[config.mk]
export PLATFORM = sky130hd
export DESIGN_NAME = twi_status_timing
export DESIGN_NICKNAME = d
export VERILOG_FILES = /design/src/logic/twi_status_pkg.sv /design/src/logic/twi_status_timing.sv
export SDC_FILE = /design/constraint.sdc
export NUM_CORES = 1
export LEC_CHECK = 0
export BUFFER_PORTS_ARGS = -buffer_cell sky130_fd_sc_hd__buf_2
export CORE_ASPECT_RATIO = 1.25
export CORE_MARGIN = 5
export CORE_UTILIZATION = 45
export CTS_CLUSTER_DIAMETER = 150
export DETAILED_ROUTE_END_ITERATION = 6
export PLACE_DENSITY = 0.8
export SLEW_MARGIN = 40
export SYNTH_ARGS = -nofsm -noshare
export SYNTH_HDL_FRONTEND = slang
export SYNTH_SLANG_ARGS = --single-unit
[constraint.sdc]
create_clock -name CLOCK_IN -period 4.3 [get_ports CLOCK_IN]
set_clock_uncertainty 0.05 [all_clocks]
set_input_delay 0.86 -clock CLOCK_IN [delete_from_list [all_inputs] [get_ports CLOCK_IN]]
set_output_delay 0.86 -clock CLOCK_IN [all_outputs]
set_load 0.02 [all_outputs]
[src/logic/twi_status_pkg.sv]
// Constants, field layouts and carrier types of the two-wire status and clock block.
// Contract
// - status one then two read clears address
// - slave match or enabled header sets address
// - master sets address after final address acknowledge
// - not-acknowledged address phase leaves address clear
// - start flag set; cleared by read-then-buffer-write
// - second read does not clear address if newly set
// - upper status two byte shows packet check
// - second own match bit, cleared stop/start/disable
// - host and default headers gated by enables
// - broadcast flag only when broadcast enabled
// - direction from read/write bit, cleared on ends
// - bus busy on low line, cleared by stop
// - role set with start flag, cleared on ends
// - speed select bit picks standard or fast
// - standard speed high and low equal count
// - fast speed multiplies count by 1,2,9,16
// - rise limit bounds the clock feedback loop
package twi_status_pkg;

  // ----------------------------------------------------------------
  // Register offsets
  // ----------------------------------------------------------------
  localparam logic [7:0] OFS_CONTROL     = 8'h00;
  localparam logic [7:0] OFS_BYTE_BUFFER = 8'h10;
  localparam logic [7:0] OFS_STATUS_ONE  = 8'h14;
  localparam logic [7:0] OFS_STATUS_TWO  = 8'h18;
  localparam logic [7:0] OFS_SCL_PERIOD  = 8'h1C;
  localparam logic [7:0] OFS_RISE_LIMIT  = 8'h20;

  // ----------------------------------------------------------------
  // Reset values and field positions
  // ----------------------------------------------------------------
  localparam logic [15:0] RST_SCL_PERIOD = 16'h0000;
  localparam logic [5:0]  RST_RISE_LIMIT = 6'h02;
  localparam int CTL_ON       = 0;
  localparam int CTL_PCE      = 1;
  localparam int CTL_ARE      = 2;
  localparam int CTL_HOST     = 3;
  localparam int CTL_BCAST    = 4;
  localparam int CTL_START    = 8;
  localparam int CTL_STOP     = 9;
  localparam int CCR_FAST     = 15;
  localparam int CCR_DUTY     = 14;
  localparam logic [1:0] RESP_OKAY   = 2'h0;
  localparam logic [1:0] RESP_SLVERR = 2'h2;

  // ----------------------------------------------------------------
  // Carrier types
  // ----------------------------------------------------------------
  typedef enum logic [3:0] {
    KIND_FIRST_OWN, KIND_SECOND_OWN, KIND_BROADCAST, KIND_DEFAULT_DEV,
    KIND_HOST_HDR, KIND_ALERT_HDR, KIND_MASTER_7BIT, KIND_MASTER_10BIT_HEAD,
    KIND_MASTER_10BIT_TAIL
  } addr_kind_e;

  typedef struct packed {
    logic       done;
    logic       ack;
    logic       sends;
    addr_kind_e kind;
  } addr_event_s;

endpackage : twi_status_pkg

[src/logic/twi_status_timing.sv]
// Status flags, bus tracking, master SCL timing and AXI4-Lite registers.
//
// The AXI4-Lite register port was left to the implementer.
`timescale 1ns/1ps
`default_nettype none
module twi_status_timing
  import twi_status_pkg::*;
#(
  parameter int PERIOD_W = 12
)(
  input  wire logic        CLOCK_IN,
  input  wire logic        RESETN_IN,
  input  wire logic        AWVALID_IN,
  output logic             AWREADY_OUT,
  input  wire logic [7:0]  AWADDR_IN,
  input  wire logic        WVALID_IN,
  output logic             WREADY_OUT,
  input  wire logic [31:0] WDATA_IN,
  input  wire logic [3:0]  WSTRB_IN,
  output logic             BVALID_OUT,
  input  wire logic        BREADY_IN,
  output logic [1:0]       BRESP_OUT,
  input  wire logic        ARVALID_IN,
  output logic             ARREADY_OUT,
  input  wire logic [7:0]  ARADDR_IN,
  output logic             RVALID_OUT,
  input  wire logic        RREADY_IN,
  output logic [31:0]      RDATA_OUT,
  output logic [1:0]       RRESP_OUT,
  input  wire logic        SCL_IN,
  output logic             SCL_OUT,
  output logic             SCL_OE_N_OUT,
  input  wire logic        SDA_IN,
  output logic             SDA_OUT,
  output logic             SDA_OE_N_OUT,
  input  wire logic        SDA_LOW_IN,
  input  wire addr_event_s ADDR_EVENT_IN,
  input  wire logic        LOST_ARBITRATION_IN,
  input  wire logic [7:0]  PACKET_CHECK_BYTE_IN,
  output logic [7:0]       BYTE_BUFFER_OUT,
  output logic             BYTE_BUFFER_WRITE_OUT
);

  if (PERIOD_W != 12)
    $error("PERIOD_W must be 12");

  typedef enum logic [2:0] {ST_IDLE, ST_START, ST_LOW, ST_RISE, ST_HIGH} scl_state_e;

  // ----------------------------------------------------------------
  // Functions
  // ----------------------------------------------------------------
  function automatic logic [15:0] phase_len(input logic fast, input logic duty,
                                            input logic high, input logic [11:0] n);
    logic [15:0] w;
    w = {4'h0, n};
    if (!fast)
      return w;
    if (!duty)
      return high ? w : (w << 1);
    return high ? (w * 16'h0009) : (w << 4);
  endfunction : phase_len

  // ----------------------------------------------------------------
  // State
  // ----------------------------------------------------------------
  logic        interface_on, packet_check_enable, address_resolution_enable;
  logic        host_role_select, broadcast_call_enable;
  logic        start_req, stop_req;
  logic [15:0] scl_period_control;
  logic [5:0]  rise_limit_count;
  logic        addr_flag, start_generated_flag, one_read;
  logic        second_own_match, host_header_seen, default_device_header_seen;
  logic        broadcast_call_seen, send_direction, bus_busy, controller_role;
  logic [2:0]  scl_sync, sda_sync;
  logic        scl_f, sda_f, scl_p, sda_p;
  logic        start_seen, stop_seen;
  scl_state_e  state;
  logic [15:0] cnt;
  logic [5:0]  rise_cnt;
  logic        sda_stop_drive;
  logic        aw_full, w_full;
  logic [7:0]  aw_addr;
  logic [31:0] w_data;
  logic [3:0]  w_strb;
  logic        wr_go, rd_go;
  logic        rd_one, rd_two, wr_buf;
  logic [15:0] low_len, high_len, status_one, status_two;

  // ----------------------------------------------------------------
  // AXI4-Lite slave
  // ----------------------------------------------------------------
  assign AWREADY_OUT = !aw_full && !BVALID_OUT;
  assign WREADY_OUT  = !w_full && !BVALID_OUT;
  assign ARREADY_OUT = !RVALID_OUT;
  assign wr_go  = aw_full && w_full && !BVALID_OUT;
  assign rd_go  = ARVALID_IN && ARREADY_OUT;
  assign rd_one = rd_go && ARADDR_IN == OFS_STATUS_ONE;
  assign rd_two = rd_go && ARADDR_IN == OFS_STATUS_TWO;
  assign wr_buf = wr_go && aw_addr == OFS_BYTE_BUFFER && w_strb[0];

  always_ff @(posedge CLOCK_IN or negedge RESETN_IN)
    if (!RESETN_IN)
    begin
      aw_full <= 1'b0;
      w_full  <= 1'b0;
      aw_addr <= 8'h00;
      w_data  <= 32'h0000_0000;
      w_strb  <= 4'h0;
    end
    else
    begin
      if (AWVALID_IN && AWREADY_OUT)
      begin
        aw_full <= 1'b1;
        aw_addr <= AWADDR_IN;
      end
      else if (wr_go)
        aw_full <= 1'b0;
      if (WVALID_IN && WREADY_OUT)
      begin
        w_full <= 1'b1;
        w_data <= WDATA_IN;
        w_strb <= WSTRB_IN;
      end
      else if (wr_go)
        w_full <= 1'b0;
    end

  always_ff @(posedge CLOCK_IN or negedge RESETN_IN)
    if (!RESETN_IN)
    begin
      BVALID_OUT <= 1'b0;
      BRESP_OUT  <= RESP_OKAY;
    end
    else if (wr_go)
    begin
      BVALID_OUT <= 1'b1;
      unique case (aw_addr)
        OFS_CONTROL, OFS_BYTE_BUFFER, OFS_STATUS_ONE, OFS_STATUS_TWO,
        OFS_SCL_PERIOD, OFS_RISE_LIMIT: BRESP_OUT <= RESP_OKAY;
        default:                        BRESP_OUT <= RESP_SLVERR;
      endcase
    end
    else if (BREADY_IN)
      BVALID_OUT <= 1'b0;

  assign status_one = {14'h0000, addr_flag, start_generated_flag};
  assign status_two = {packet_check_enable ? PACKET_CHECK_BYTE_IN : 8'h00,
                       second_own_match, host_header_seen, default_device_header_seen,
                       broadcast_call_seen, 1'b0, send_direction, bus_busy, controller_role};

  always_ff @(posedge CLOCK_IN or negedge RESETN_IN)
    if (!RESETN_IN)
    begin
      RVALID_OUT <= 1'b0;
      RDATA_OUT  <= 32'h0000_0000;
      RRESP_OUT  <= RESP_OKAY;
    end
    else if (rd_go)
    begin
      RVALID_OUT <= 1'b1;
      RRESP_OUT  <= RESP_OKAY;
      unique case (ARADDR_IN)
        OFS_CONTROL:     RDATA_OUT <= {22'h000000, stop_req, start_req, 3'h0,
                                       broadcast_call_enable, host_role_select,
                                       address_resolution_enable, packet_check_enable,
                                       interface_on};
        OFS_BYTE_BUFFER: RDATA_OUT <= {24'h000000, BYTE_BUFFER_OUT};
        OFS_STATUS_ONE:  RDATA_OUT <= {16'h0000, status_one};
        OFS_STATUS_TWO:  RDATA_OUT <= {16'h0000, status_two};
        OFS_SCL_PERIOD:  RDATA_OUT <= {16'h0000, scl_period_control};
        OFS_RISE_LIMIT:  RDATA_OUT <= {26'h0000000, rise_limit_count};
        default:
        begin
          RDATA_OUT <= 32'h0000_0000;
          RRESP_OUT <= RESP_SLVERR;
        end
      endcase
    end
    else if (RREADY_IN)
      RVALID_OUT <= 1'b0;

  // ----------------------------------------------------------------
  // Software registers
  // ----------------------------------------------------------------
  always_ff @(posedge CLOCK_IN or negedge RESETN_IN)
    if (!RESETN_IN)
    begin
      interface_on              <= 1'b0;
      packet_check_enable       <= 1'b0;
      address_resolution_enable <= 1'b0;
      host_role_select          <= 1'b0;
      broadcast_call_enable     <= 1'b0;
      scl_period_control        <= RST_SCL_PERIOD;
      rise_limit_count          <= RST_RISE_LIMIT;
      BYTE_BUFFER_OUT           <= 8'h00;
      BYTE_BUFFER_WRITE_OUT     <= 1'b0;
    end
    else
    begin
      BYTE_BUFFER_WRITE_OUT <= wr_buf;
      if (wr_buf)
        BYTE_BUFFER_OUT <= w_data[7:0];
      if (wr_go && aw_addr == OFS_CONTROL && w_strb[0])
      begin
        interface_on              <= w_data[CTL_ON];
        packet_check_enable       <= w_data[CTL_PCE];
        address_resolution_enable <= w_data[CTL_ARE];
        host_role_select          <= w_data[CTL_HOST];
        broadcast_call_enable     <= w_data[CTL_BCAST];
      end
      if (wr_go && aw_addr == OFS_SCL_PERIOD)
      begin
        if (w_strb[0])
          scl_period_control[7:0] <= w_data[7:0];
        if (w_strb[1])
          scl_period_control[15:8] <= {w_data[15:14], 2'h0, w_data[11:8]};
      end
      if (wr_go && aw_addr == OFS_RISE_LIMIT && w_strb[0])
        rise_limit_count <= w_data[5:0];
    end

  // Start and stop requests wait until the clock machine takes them.
  always_ff @(posedge CLOCK_IN or negedge RESETN_IN)
    if (!RESETN_IN)
    begin
      start_req <= 1'b0;
      stop_req  <= 1'b0;
    end
    else if (!interface_on)
    begin
      start_req <= 1'b0;
      stop_req  <= 1'b0;
    end
    else
    begin
      if (wr_go && aw_addr == OFS_CONTROL && w_strb[1] && w_data[CTL_START])
        start_req <= 1'b1;
      else if (state == ST_START)
        start_req <= 1'b0;
      if (wr_go && aw_addr == OFS_CONTROL && w_strb[1] && w_data[CTL_STOP])
        stop_req <= 1'b1;
      else if (state == ST_HIGH && sda_stop_drive && cnt + 16'h0001 >= high_len)
        stop_req <= 1'b0;
    end

  // ----------------------------------------------------------------
  // Line sampling and bus conditions
  // ----------------------------------------------------------------
  always_ff @(posedge CLOCK_IN or negedge RESETN_IN)
    if (!RESETN_IN)
    begin
      scl_sync <= 3'h7;
      sda_sync <= 3'h7;
      scl_f    <= 1'b1;
      sda_f    <= 1'b1;
      scl_p    <= 1'b1;
      sda_p    <= 1'b1;
    end
    else
    begin
      scl_sync <= {scl_sync[1:0], SCL_IN};
      sda_sync <= {sda_sync[1:0], SDA_IN};
      if (scl_sync[1] == scl_sync[2])
        scl_f <= scl_sync[2];
      if (sda_sync[1] == sda_sync[2])
        sda_f <= sda_sync[2];
      scl_p <= scl_f;
      sda_p <= sda_f;
    end

  assign start_seen = scl_f && scl_p && sda_p && !sda_f;
  assign stop_seen  = scl_f && scl_p && !sda_p && sda_f;

  always_ff @(posedge CLOCK_IN or negedge RESETN_IN)
    if (!RESETN_IN)
      bus_busy <= 1'b0;
    else if (!scl_f || !sda_f)
      bus_busy <= 1'b1;
    else if (stop_seen)
      bus_busy <= 1'b0;

  // ----------------------------------------------------------------
  // Address phase flags
  // ----------------------------------------------------------------
  logic addr_hit;
  always_comb
  begin
    addr_hit = 1'b0;
    if (ADDR_EVENT_IN.done && ADDR_EVENT_IN.ack)
      unique case (ADDR_EVENT_IN.kind)
        KIND_FIRST_OWN, KIND_SECOND_OWN, KIND_ALERT_HDR: addr_hit = 1'b1;
        KIND_BROADCAST:   addr_hit = broadcast_call_enable;
        KIND_DEFAULT_DEV: addr_hit = address_resolution_enable;
        KIND_HOST_HDR:    addr_hit = address_resolution_enable && host_role_select;
        KIND_MASTER_7BIT, KIND_MASTER_10BIT_TAIL: addr_hit = 1'b1;
        KIND_MASTER_10BIT_HEAD: addr_hit = 1'b0;
        default:          addr_hit = 1'b0;
      endcase
  end

  always_ff @(posedge CLOCK_IN or negedge RESETN_IN)
    if (!RESETN_IN)
      one_read <= 1'b0;
    else if (rd_one)
      one_read <= 1'b1;
    else if (rd_two || wr_buf)
      one_read <= 1'b0;

  // A hit in the clearing cycle wins over the clear.
  always_ff @(posedge CLOCK_IN or negedge RESETN_IN)
    if (!RESETN_IN)
      addr_flag <= 1'b0;
    else if (!interface_on)
      addr_flag <= 1'b0;
    else if (addr_hit && interface_on)
      addr_flag <= 1'b1;
    else if (rd_two && one_read)
      addr_flag <= 1'b0;

  always_ff @(posedge CLOCK_IN or negedge RESETN_IN)
    if (!RESETN_IN)
    begin
      second_own_match           <= 1'b0;
      host_header_seen           <= 1'b0;
      default_device_header_seen <= 1'b0;
      broadcast_call_seen        <= 1'b0;
    end
    else if (!interface_on || stop_seen || start_seen)
    begin
      second_own_match           <= 1'b0;
      host_header_seen           <= 1'b0;
      default_device_header_seen <= 1'b0;
      broadcast_call_seen        <= 1'b0;
    end
    else if (addr_hit)
    begin
      second_own_match           <= ADDR_EVENT_IN.kind == KIND_SECOND_OWN;
      host_header_seen           <= ADDR_EVENT_IN.kind == KIND_HOST_HDR;
      default_device_header_seen <= ADDR_EVENT_IN.kind == KIND_DEFAULT_DEV;
      broadcast_call_seen        <= ADDR_EVENT_IN.kind == KIND_BROADCAST;
    end

  always_ff @(posedge CLOCK_IN or negedge RESETN_IN)
    if (!RESETN_IN)
      send_direction <= 1'b0;
    else if (!interface_on || stop_seen || start_seen || LOST_ARBITRATION_IN)
      send_direction <= 1'b0;
    else if (addr_hit)
      send_direction <= ADDR_EVENT_IN.sends;

  // ----------------------------------------------------------------
  // Start flag and role
  // ----------------------------------------------------------------
  logic start_made;
  assign start_made = state == ST_START && cnt + 16'h0001 >= high_len;

  always_ff @(posedge CLOCK_IN or negedge RESETN_IN)
    if (!RESETN_IN)
      start_generated_flag <= 1'b0;
    else if (!interface_on)
      start_generated_flag <= 1'b0;
    else if (start_made)
      start_generated_flag <= 1'b1;
    else if (wr_buf && one_read)
      start_generated_flag <= 1'b0;

  always_ff @(posedge CLOCK_IN or negedge RESETN_IN)
    if (!RESETN_IN)
      controller_role <= 1'b0;
    else if (!interface_on)
      controller_role <= 1'b0;
    else if (start_made)
      controller_role <= 1'b1;
    else if (stop_seen || LOST_ARBITRATION_IN)
      controller_role <= 1'b0;

  // ----------------------------------------------------------------
  // Master SCL generation
  // ----------------------------------------------------------------
  assign low_len  = phase_len(scl_period_control[CCR_FAST], scl_period_control[CCR_DUTY],
                              1'b0, scl_period_control[11:0]);
  assign high_len = phase_len(scl_period_control[CCR_FAST], scl_period_control[CCR_DUTY],
                              1'b1, scl_period_control[11:0]);

  always_ff @(posedge CLOCK_IN or negedge RESETN_IN)
    if (!RESETN_IN)
    begin
      state          <= ST_IDLE;
      cnt            <= 16'h0000;
      rise_cnt       <= 6'h00;
      sda_stop_drive <= 1'b0;
    end
    else if (!interface_on || LOST_ARBITRATION_IN)
    begin
      state          <= ST_IDLE;
      cnt            <= 16'h0000;
      sda_stop_drive <= 1'b0;
    end
    else
      unique case (state)
        ST_IDLE:
        begin
          cnt <= 16'h0000;
          if (start_req && !bus_busy)
            state <= ST_START;
        end
        ST_START:
          if (cnt + 16'h0001 >= high_len)
          begin
            cnt   <= 16'h0000;
            state <= ST_LOW;
          end
          else
            cnt <= cnt + 16'h0001;
        ST_LOW:
          if (cnt + 16'h0001 >= low_len)
          begin
            cnt            <= 16'h0000;
            rise_cnt       <= 6'h00;
            sda_stop_drive <= stop_req;
            state          <= ST_RISE;
          end
          else
            cnt <= cnt + 16'h0001;
        ST_RISE:
          if (scl_f || rise_cnt + 6'h01 >= rise_limit_count)
            state <= ST_HIGH;
          else
            rise_cnt <= rise_cnt + 6'h01;
        ST_HIGH:
          if (cnt + 16'h0001 >= high_len)
          begin
            cnt            <= 16'h0000;
            sda_stop_drive <= 1'b0;
            state          <= sda_stop_drive ? ST_IDLE : ST_LOW;
          end
          else
            cnt <= cnt + 16'h0001;
      endcase

  assign SCL_OUT      = 1'b0;
  assign SDA_OUT      = 1'b0;
  assign SCL_OE_N_OUT = !(state == ST_LOW);
  assign SDA_OE_N_OUT = !(state == ST_START || sda_stop_drive ||
                          (controller_role && SDA_LOW_IN && state != ST_IDLE));

  // ----------------------------------------------------------------
  // Checks
  // ----------------------------------------------------------------
  AST_ADDR_CLEAR: assert property (@(posedge CLOCK_IN) disable iff (!RESETN_IN)
    (rd_two && one_read && !addr_hit) |=> !addr_flag)
    else $error("address flag not cleared by status read pair");
  AST_ADDR_NACK: assert property (@(posedge CLOCK_IN) disable iff (!RESETN_IN)
    (!addr_flag && ADDR_EVENT_IN.done && !ADDR_EVENT_IN.ack) |=> !addr_flag)
    else $error("address flag set after not-acknowledge");
  AST_ADDR_SET: assert property (@(posedge CLOCK_IN) disable iff (!RESETN_IN)
    (interface_on && ADDR_EVENT_IN.done && ADDR_EVENT_IN.ack &&
     ADDR_EVENT_IN.kind == KIND_FIRST_OWN) |=> addr_flag && !second_own_match)
    else $error("first own match not flagged");
  AST_ROLE_WITH_START: assert property (@(posedge CLOCK_IN) disable iff (!RESETN_IN)
    $rose(start_generated_flag) |-> controller_role)
    else $error("role not set with start flag");
  AST_DISABLE: assert property (@(posedge CLOCK_IN) disable iff (!RESETN_IN)
    !interface_on |=> !addr_flag && !start_generated_flag && !controller_role)
    else $error("flags survive disable");
  AST_BUSY: assert property (@(posedge CLOCK_IN) disable iff (!RESETN_IN)
    $fell(sda_f) |-> ##1 bus_busy [*2])
    else $error("bus busy not raised on low line");
  AST_DIR_CLEAR: assert property (@(posedge CLOCK_IN) disable iff (!RESETN_IN)
    (stop_seen || start_seen) |=> !send_direction && !broadcast_call_seen)
    else $error("slave flags survive stop or start");
  AST_PEC_READ: assert property (@(posedge CLOCK_IN) disable iff (!RESETN_IN)
    rd_two |=> RDATA_OUT[15:8] ==
      ($past(packet_check_enable) ? $past(PACKET_CHECK_BYTE_IN) : 8'h00))
    else $error("packet check byte misreported");
  AST_LOW_LEN: assert property (@(posedge CLOCK_IN) disable iff (!RESETN_IN)
    (state == ST_LOW && $past(state) != ST_LOW && interface_on && !LOST_ARBITRATION_IN &&
     low_len == 16'h0004) |-> (state == ST_LOW) [*4])
    else $error("low phase length wrong");
  AST_RISE_LIMIT: assert property (@(posedge CLOCK_IN) disable iff (!RESETN_IN)
    state == ST_RISE |-> rise_cnt < rise_limit_count || rise_limit_count == 6'h00)
    else $error("rise wait exceeded limit");

endmodule : twi_status_timing
`default_nettype wire

## Word level (Yosys, flattened, before mapping)

Index checks and enable logic that the tools add are counted.

| storage, ports and cells | value |
|---|---|
| register bits | 148 |
| word-level logic and storage cells | 235 |

| operators by class | value |
|---|---|
| add/sub/neg operators | 2 |
| multipliers | 1 |
| $lt $le $gt $ge | 3 |
| equal/unequal tests | 35 |
| muxes and demuxes | 70 |
| bitwise operators | 1 |
| reductions and logical operators | 81 |

Operator list:

| operator | number |
|---|---|
| 16-bit 2-to-1 mux | 10 |
| 16-bit case mux with 6 select lines | 1 |
| 8-bit by 5-bit == test with 1-bit output, second input constant | 8 |
| 16-bit case mux with 3 select lines | 1 |
| 1-bit 2-to-1 mux | 42 |
| 1-bit logical AND | 35 |
| 16-bit greater-or-equal comparator | 2 |
| 3-bit by 1-bit inequality test with 1-bit output, second input constant | 7 |
| 3-bit 2-to-1 mux | 6 |
| 2-bit nonzero test | 9 |
| 16-bit by 1-bit adder with 16-bit output, second input constant | 1 |
| 8-bit by 6-bit == test with 1-bit output, second input constant | 2 |
| 8-bit logical NOT | 2 |
| 12-bit by 4-bit multiplier with 16-bit output, second input constant | 1 |
| 3-bit case mux with 5 select lines | 1 |
| 4-bit by 3-bit == test with 1-bit output, second input constant | 3 |
| 6-bit 2-to-1 mux | 2 |
| 6-bit case mux with 2 select lines | 1 |
| 6-bit OR reduction | 2 |
| 1-bit logical NOT | 11 |
| 1-bit logical OR | 10 |
| 3-bit inequality test, second input constant | 3 |
| 4-bit by 2-bit == test with 1-bit output, second input constant | 2 |
| 8-bit 2-to-1 mux | 1 |
| 23 further kinds | 30 |

## Depth between registers and ports, before layout

| logic depth | value |
|---|---|
| word-level depth | 9 |
| depth in mapped cells | 18 |
| mapped depth without buffers | 16 |

## Worst setup path before layout

No wires, ideal clock.

| timing path | value |
|---|---|
| path kind | register to register |
| from | reg scl_period_control[4] |
| to | reg cnt[6] |
| library setup time | 0.122 ns |
| arrival time | 3.946 ns |
| data required time | 4.128 ns |
| slack | 0.183 ns |
| stages on the path, launching flop included | 18 |
| buffers on the path | 2 |
| clock period less this slack | 4.117 ns |
| cell sequence | dfrtp_1 > ha_1 > ha_1 > fa_1 > a21o_1 > a21oi_1 > o21a_1 > nor2_1 > o31a_1 > ha_1 > nand4_1 > or2_2 > nor4_1 > nor4bb_1 > buf_2 > a21o_1 > buf_6 > a32o_1 |

| between the ends | value |
|---|---|
| word-level cells in the longest chain between the ends | 8 |
| elaborated cells on any way between the ends | 14 |

Ends and longest elaborated chain:

| item | line | RTL |
|---|---|---|
| start, declared | twi_status_timing.sv:69 | `logic [15:0] scl_period_control;` |
| start signal, assigned | twi_status_timing.sv:215 | `scl_period_control[7:0] <= w_data[7:0];` |
| branches (longest 6 deep; another with 12-bit by 4-bit multiplier with 16-bit output) | -- |  |
| 16-bit case mux with 3 select lines (*) | twi_status_timing.sv:401 | `unique case (state)` |
| 16-bit 2-to-1 mux (*) | twi_status_timing.sv:394 | `else if (!interface_on \|\| LOST_ARBITRATION_IN)` |
| end signal, assigned | twi_status_timing.sv:415 | `cnt <= cnt + 16'h0001;` |
| end signal, assigned | twi_status_timing.sv:425 | `cnt <= cnt + 16'h0001;` |
| end signal, assigned | twi_status_timing.sv:439 | `cnt <= cnt + 16'h0001;` |
| end, declared | twi_status_timing.sv:78 | `logic [15:0] cnt;` |

Every way passes the cells marked *. The select of a mux whose other input is x is not followed.
A chain may end at the register's enable or synchronous reset.

## Worst setup path in the final report

| timing path | value |
|---|---|
| from | reg scl_period_control[4] |
| to | reg cnt[4] |

Same word-level chain as after synthesis.

==> metrics.txt <==
outcome complete, no violations; Period minus WS final 4170 ps; minimum setup slack after placement -77.3 ps; die span in y ~160 microns; via count of the first global-routing pass 6462; DIE WIDTH between 100 and 150 microns; path depth of the worst reg2reg path 16; worst-case headroom to the max-slew limit 0.408; proportion of synthesized chip area in sequential cells 0.411; global-route congestion overflow total 0; Max Clock Freq 240 MHz; Reg2Reg Launch Point scl_period_control[4]$_DFFE_PN0P_; Ant. Diodes 0; cell area after synthesis 0.00783 sq mm; detailed-router iteration count before antenna repair 5; count of boundary I/O pins about 130; post-route setup slack approximately 130 ps; power consumption between 4 and 5 mW; Rows 54; min-delay worst type flip-flop to flip-flop; library cells used by synthesis ~70; Skew-Pair Late Insertion Delay 420 ps; number of synthesized flops with an enable pin 0; routed length per instance 18.2 microns; number of H-tree levels 4; final hold violations 0; final weighted congestion in routability-driven placement 0.841; CTS Hold Buffers Added 0; Worst setup EP type flip-flop; area post-placement 0.00858 sq mm; Post-layout nets 1020; endpoint of the worst hold path scl_sync[1]$_DFF_PN1_; Mean Syn Cell Area roughly 10 sq um; deepest clock path buffer count 2; final wirelength 20300 microns; CTS clock-pin slew for the worst setup and hold paths 60 ps; pin count of the biggest net entering global routing 90; total of max-cap violations 0; DR vias/cell 5.84; maximum vdd drop roughly 0.46 mV; die area 0.0202 sq mm; number of antenna violations at the first check in global routing 0; fin cells between 1000 and 1500; total of endpoints with negative setup slack in the final report 0; number of remaining DRC errors 0; worst reg2reg setup slack 130 ps; wire length of the first global-routing pass 31900 microns; arrival time at the worst endpoint between 4000 and 5000 ps; P&R area growth vs syn 19.6%; Hold Path Stages 0; Initial DRC Count 463; power per standard cell area 430 mW/mm^2; via count 6537; P_leak between 4 and 5 nW; dpl cells 1083; Slew @ Worst Pin slightly below 900 ps; synthesis warning total 0; part of the cycle the worst path needs 0.970; final instance area approximately 0.0094 sq mm; leading register cell type out of synthesis sky130_fd_sc_hd__dfrtp_1; Hold Crit Start scl_sync[0]$_DFF_PN1_; category of the most critical setup path flip-flop to flip-flop; area of the placeable core 0.0173 sq mm; number of fill cells in the layout 1478; fraction of registers with async set/reset 1.00; number of standard cells after synthesis 773; global-route usage over all layers 0.197; kind of launch point of the worst setup path flip-flop; Starting Density 0.453; FF/Latch Area approximately 0.0032 sq mm; detailed placement HPWL 14400 microns; clock tree root driver cell sky130_fd_sc_hd__clkbuf_16; total of buffers placed on input and output ports 91; post-synthesis sequential element count 128; end of the worst register-to-register path cnt[4]$_DFFE_PN0P_; combined area of the multi-input logic cells 0.00445 sq mm; Final Max Tran Viols 0; Max FO, Critical Path 7; antenna-violating nets left 0; TritonCTS sink count 128; core occupancy in the finished layout 0.542; number of CTS-inserted buffers 17; layout cell share with drive strength beyond 1 0.286; Required @ worst endpoint 4550 ps; clock tree from TritonCTS yes
[area by class of cell]
type                    instances  area share
clock buffers                  22      0.0496
flip-flops and latches        128       0.344
well taps                     224      0.0299
clock inverters                 9      0.0142
repair buffers                122      0.0759
inverters                      28      0.0112
multi-input cells             586       0.476
[cells in the final DEF (no fill, tap or decap), types with 4 or more instances in the layout]
cell                          n
sky130_fd_sc_hd__a211oi_1     4
sky130_fd_sc_hd__a21o_1       8
sky130_fd_sc_hd__a21oi_1     29
sky130_fd_sc_hd__a221oi_1     5
sky130_fd_sc_hd__a22oi_1      9
sky130_fd_sc_hd__a32o_1      11
sky130_fd_sc_hd__and2_1       4
sky130_fd_sc_hd__and3_1       7
sky130_fd_sc_hd__buf_2       90
sky130_fd_sc_hd__buf_4       29
sky130_fd_sc_hd__clkbuf_16   17
sky130_fd_sc_hd__conb_1      20
sky130_fd_sc_hd__dfrtp_1    115
sky130_fd_sc_hd__dfstp_2     11
sky130_fd_sc_hd__ha_1        52
sky130_fd_sc_hd__ha_4         5
sky130_fd_sc_hd__inv_1       28
sky130_fd_sc_hd__mux2_2      57
sky130_fd_sc_hd__mux2i_1     27
sky130_fd_sc_hd__nand2_1     70
sky130_fd_sc_hd__nand2b_1     8
sky130_fd_sc_hd__nand3_1     20
sky130_fd_sc_hd__nand4_1      9
sky130_fd_sc_hd__nor2_1      51
sky130_fd_sc_hd__nor2b_1      8
sky130_fd_sc_hd__nor3_1      13
sky130_fd_sc_hd__o211ai_1    10
sky130_fd_sc_hd__o21a_1       7
sky130_fd_sc_hd__o21ai_0     40
sky130_fd_sc_hd__o21bai_1     6
sky130_fd_sc_hd__or2_2        4
sky130_fd_sc_hd__or3_1        6
sky130_fd_sc_hd__or4_1        5
sky130_fd_sc_hd__xnor2_1     16
sky130_fd_sc_hd__xor2_1       7
[per-stage QoR]
stage	setup TNS, ps	hold WS [ps]
final	0	304
after global routing	-150	310
after CTS	0	306
after detailed placement	-745	297
after global placement	0	295
after floorplan	0	295
[how the worst max path moves through the flow]
stage | start | endpoint | slack (ps)
after floorplan | scl_period_control[4]$_DFFE_PN0P_ | cnt[6]$_DFFE_PN0P_ | 180
after global placement | scl_period_control[4]$_DFFE_PN0P_ | cnt[9]$_DFFE_PN0P_ | 30
after detailed placement | scl_period_control[4]$_DFFE_PN0P_ | cnt[4]$_DFFE_PN0P_ | -80
after CTS | scl_period_control[4]$_DFFE_PN0P_ | cnt[4]$_DFFE_PN0P_ | 0.7
after global routing | scl_period_control[4]$_DFFE_PN0P_ | cnt[7]$_DFFE_PN0P_ | -30
final | scl_period_control[4]$_DFFE_PN0P_ | cnt[4]$_DFFE_PN0P_ | 130
[synth_stat cells, types with 3 or more instances]
cell type | count | share of area
sky130_fd_sc_hd__a211oi_1 | 5 | 0.0048
sky130_fd_sc_hd__a21boi_0 | 5 | 0.0048
sky130_fd_sc_hd__a21o_1 | 9 | 0.0086
sky130_fd_sc_hd__a21oi_1 | 31 | 0.020
sky130_fd_sc_hd__a221oi_1 | 5 | 0.0056
sky130_fd_sc_hd__a22o_1 | 3 | 0.0034
sky130_fd_sc_hd__a22oi_1 | 9 | 0.0086
sky130_fd_sc_hd__a31oi_1 | 4 | 0.0032
sky130_fd_sc_hd__a32o_1 | 11 | 0.014
sky130_fd_sc_hd__and2_1 | 4 | 0.0032
sky130_fd_sc_hd__and3_1 | 7 | 0.0056
sky130_fd_sc_hd__buf_1 | 3 | 0.0014
sky130_fd_sc_hd__buf_2 | 3 | 0.0019
sky130_fd_sc_hd__buf_4 | 21 | 0.020
sky130_fd_sc_hd__clkbuf_1 | 23 | 0.011
sky130_fd_sc_hd__dfrtp_1 | 117 | 0.37
sky130_fd_sc_hd__dfstp_2 | 11 | 0.037
sky130_fd_sc_hd__ha_1 | 58 | 0.093
sky130_fd_sc_hd__inv_1 | 28 | 0.013
sky130_fd_sc_hd__maj3_1 | 3 | 0.0038
sky130_fd_sc_hd__mux2_2 | 57 | 0.082
sky130_fd_sc_hd__mux2i_1 | 27 | 0.035
sky130_fd_sc_hd__nand2_1 | 70 | 0.034
sky130_fd_sc_hd__nand2b_1 | 8 | 0.0064
sky130_fd_sc_hd__nand3_1 | 20 | 0.013
sky130_fd_sc_hd__nand4_1 | 9 | 0.0072
sky130_fd_sc_hd__nor2_1 | 51 | 0.024
sky130_fd_sc_hd__nor2b_1 | 8 | 0.0064
sky130_fd_sc_hd__nor3_1 | 13 | 0.0083
sky130_fd_sc_hd__nor4b_1 | 3 | 0.0034
sky130_fd_sc_hd__o211ai_1 | 10 | 0.0096
sky130_fd_sc_hd__o21a_1 | 7 | 0.0067
sky130_fd_sc_hd__o21ai_0 | 43 | 0.027
sky130_fd_sc_hd__o21bai_1 | 6 | 0.0058
sky130_fd_sc_hd__o22ai_1 | 3 | 0.0024
sky130_fd_sc_hd__o41ai_1 | 3 | 0.0034
sky130_fd_sc_hd__or2_2 | 5 | 0.0040
sky130_fd_sc_hd__or3_1 | 6 | 0.0048
sky130_fd_sc_hd__or4_1 | 5 | 0.0048
sky130_fd_sc_hd__xnor2_1 | 16 | 0.018
sky130_fd_sc_hd__xor2_1 | 7 | 0.0078
[cells by family (layout without fill, tap and decap cells)]
logic type / after synthesis / in the layout / synth area share
AOI/OAI and AO/OA: 168 / 169 / 0.144
xor gates and xnor gates: 23 / 23 / 0.0257
adders and majority gates: 62 / 62 / 0.0991
buffers and inverters: 79 / 181 / 0.0494
DFF: 128 / 128 / 0.411
muxes: 87 / 87 / 0.124
other: 1 / 20 / 0.000479
and+or+nand+nor: 225 / 225 / 0.146
[layer usage]
layer	up-vias	track usage	wire, microns
li1	3005	-	-
met1	3182	0.231	7710
met2	280	0.348	10500
met3	70	0.0363	1230
met4	0	0.0885	848
met5	-	0	0
[worst max-delay path, cell delays in order (launching register included)]
cell                       delay, ps
sky130_fd_sc_hd__dfrtp_1         410
sky130_fd_sc_hd__ha_4            260
sky130_fd_sc_hd__ha_4            160
sky130_fd_sc_hd__fa_2            410
sky130_fd_sc_hd__a21o_1          190
sky130_fd_sc_hd__a21oi_2         140
sky130_fd_sc_hd__o21a_1          160
sky130_fd_sc_hd__nor2_1           70
sky130_fd_sc_hd__o31a_1          270
sky130_fd_sc_hd__ha_1            300
sky130_fd_sc_hd__nand4_1         170
sky130_fd_sc_hd__or2_4           310
sky130_fd_sc_hd__nor4_4          370
sky130_fd_sc_hd__nor4bb_4        100
sky130_fd_sc_hd__buf_6           160
sky130_fd_sc_hd__a21o_4          240
sky130_fd_sc_hd__a32o_1          260
[where the power goes]
part	internal, mW	switching, mW	total [mW]
Clock	0.940	0.546	1.49
Combinational	0.468	0.494	0.961
Sequential	1.40	0.186	1.58
[registers in the layout (all words and copies together) (netlist names), 6 cells and up]
| register | count |
|---|---|
| RDATA_OUT | 16 |
| w_data | 14 |
| scl_period_control | 14 |
| rise_cnt | 6 |
| cnt | 16 |
| aw_addr | 8 |
| BYTE_BUFFER_OUT | 8 |
| rise_limit_count | 6 |
[timing repair]
item | in CTS | in global routing
endpoints found under the setup margin | 16 | 21
cloned | 0 | 1
setup buffers | 1 | 3
pin swaps | 1 | 15
gates resized for setup | 8 | 23
No activity file was read; power rests on OpenSTA's default activity.
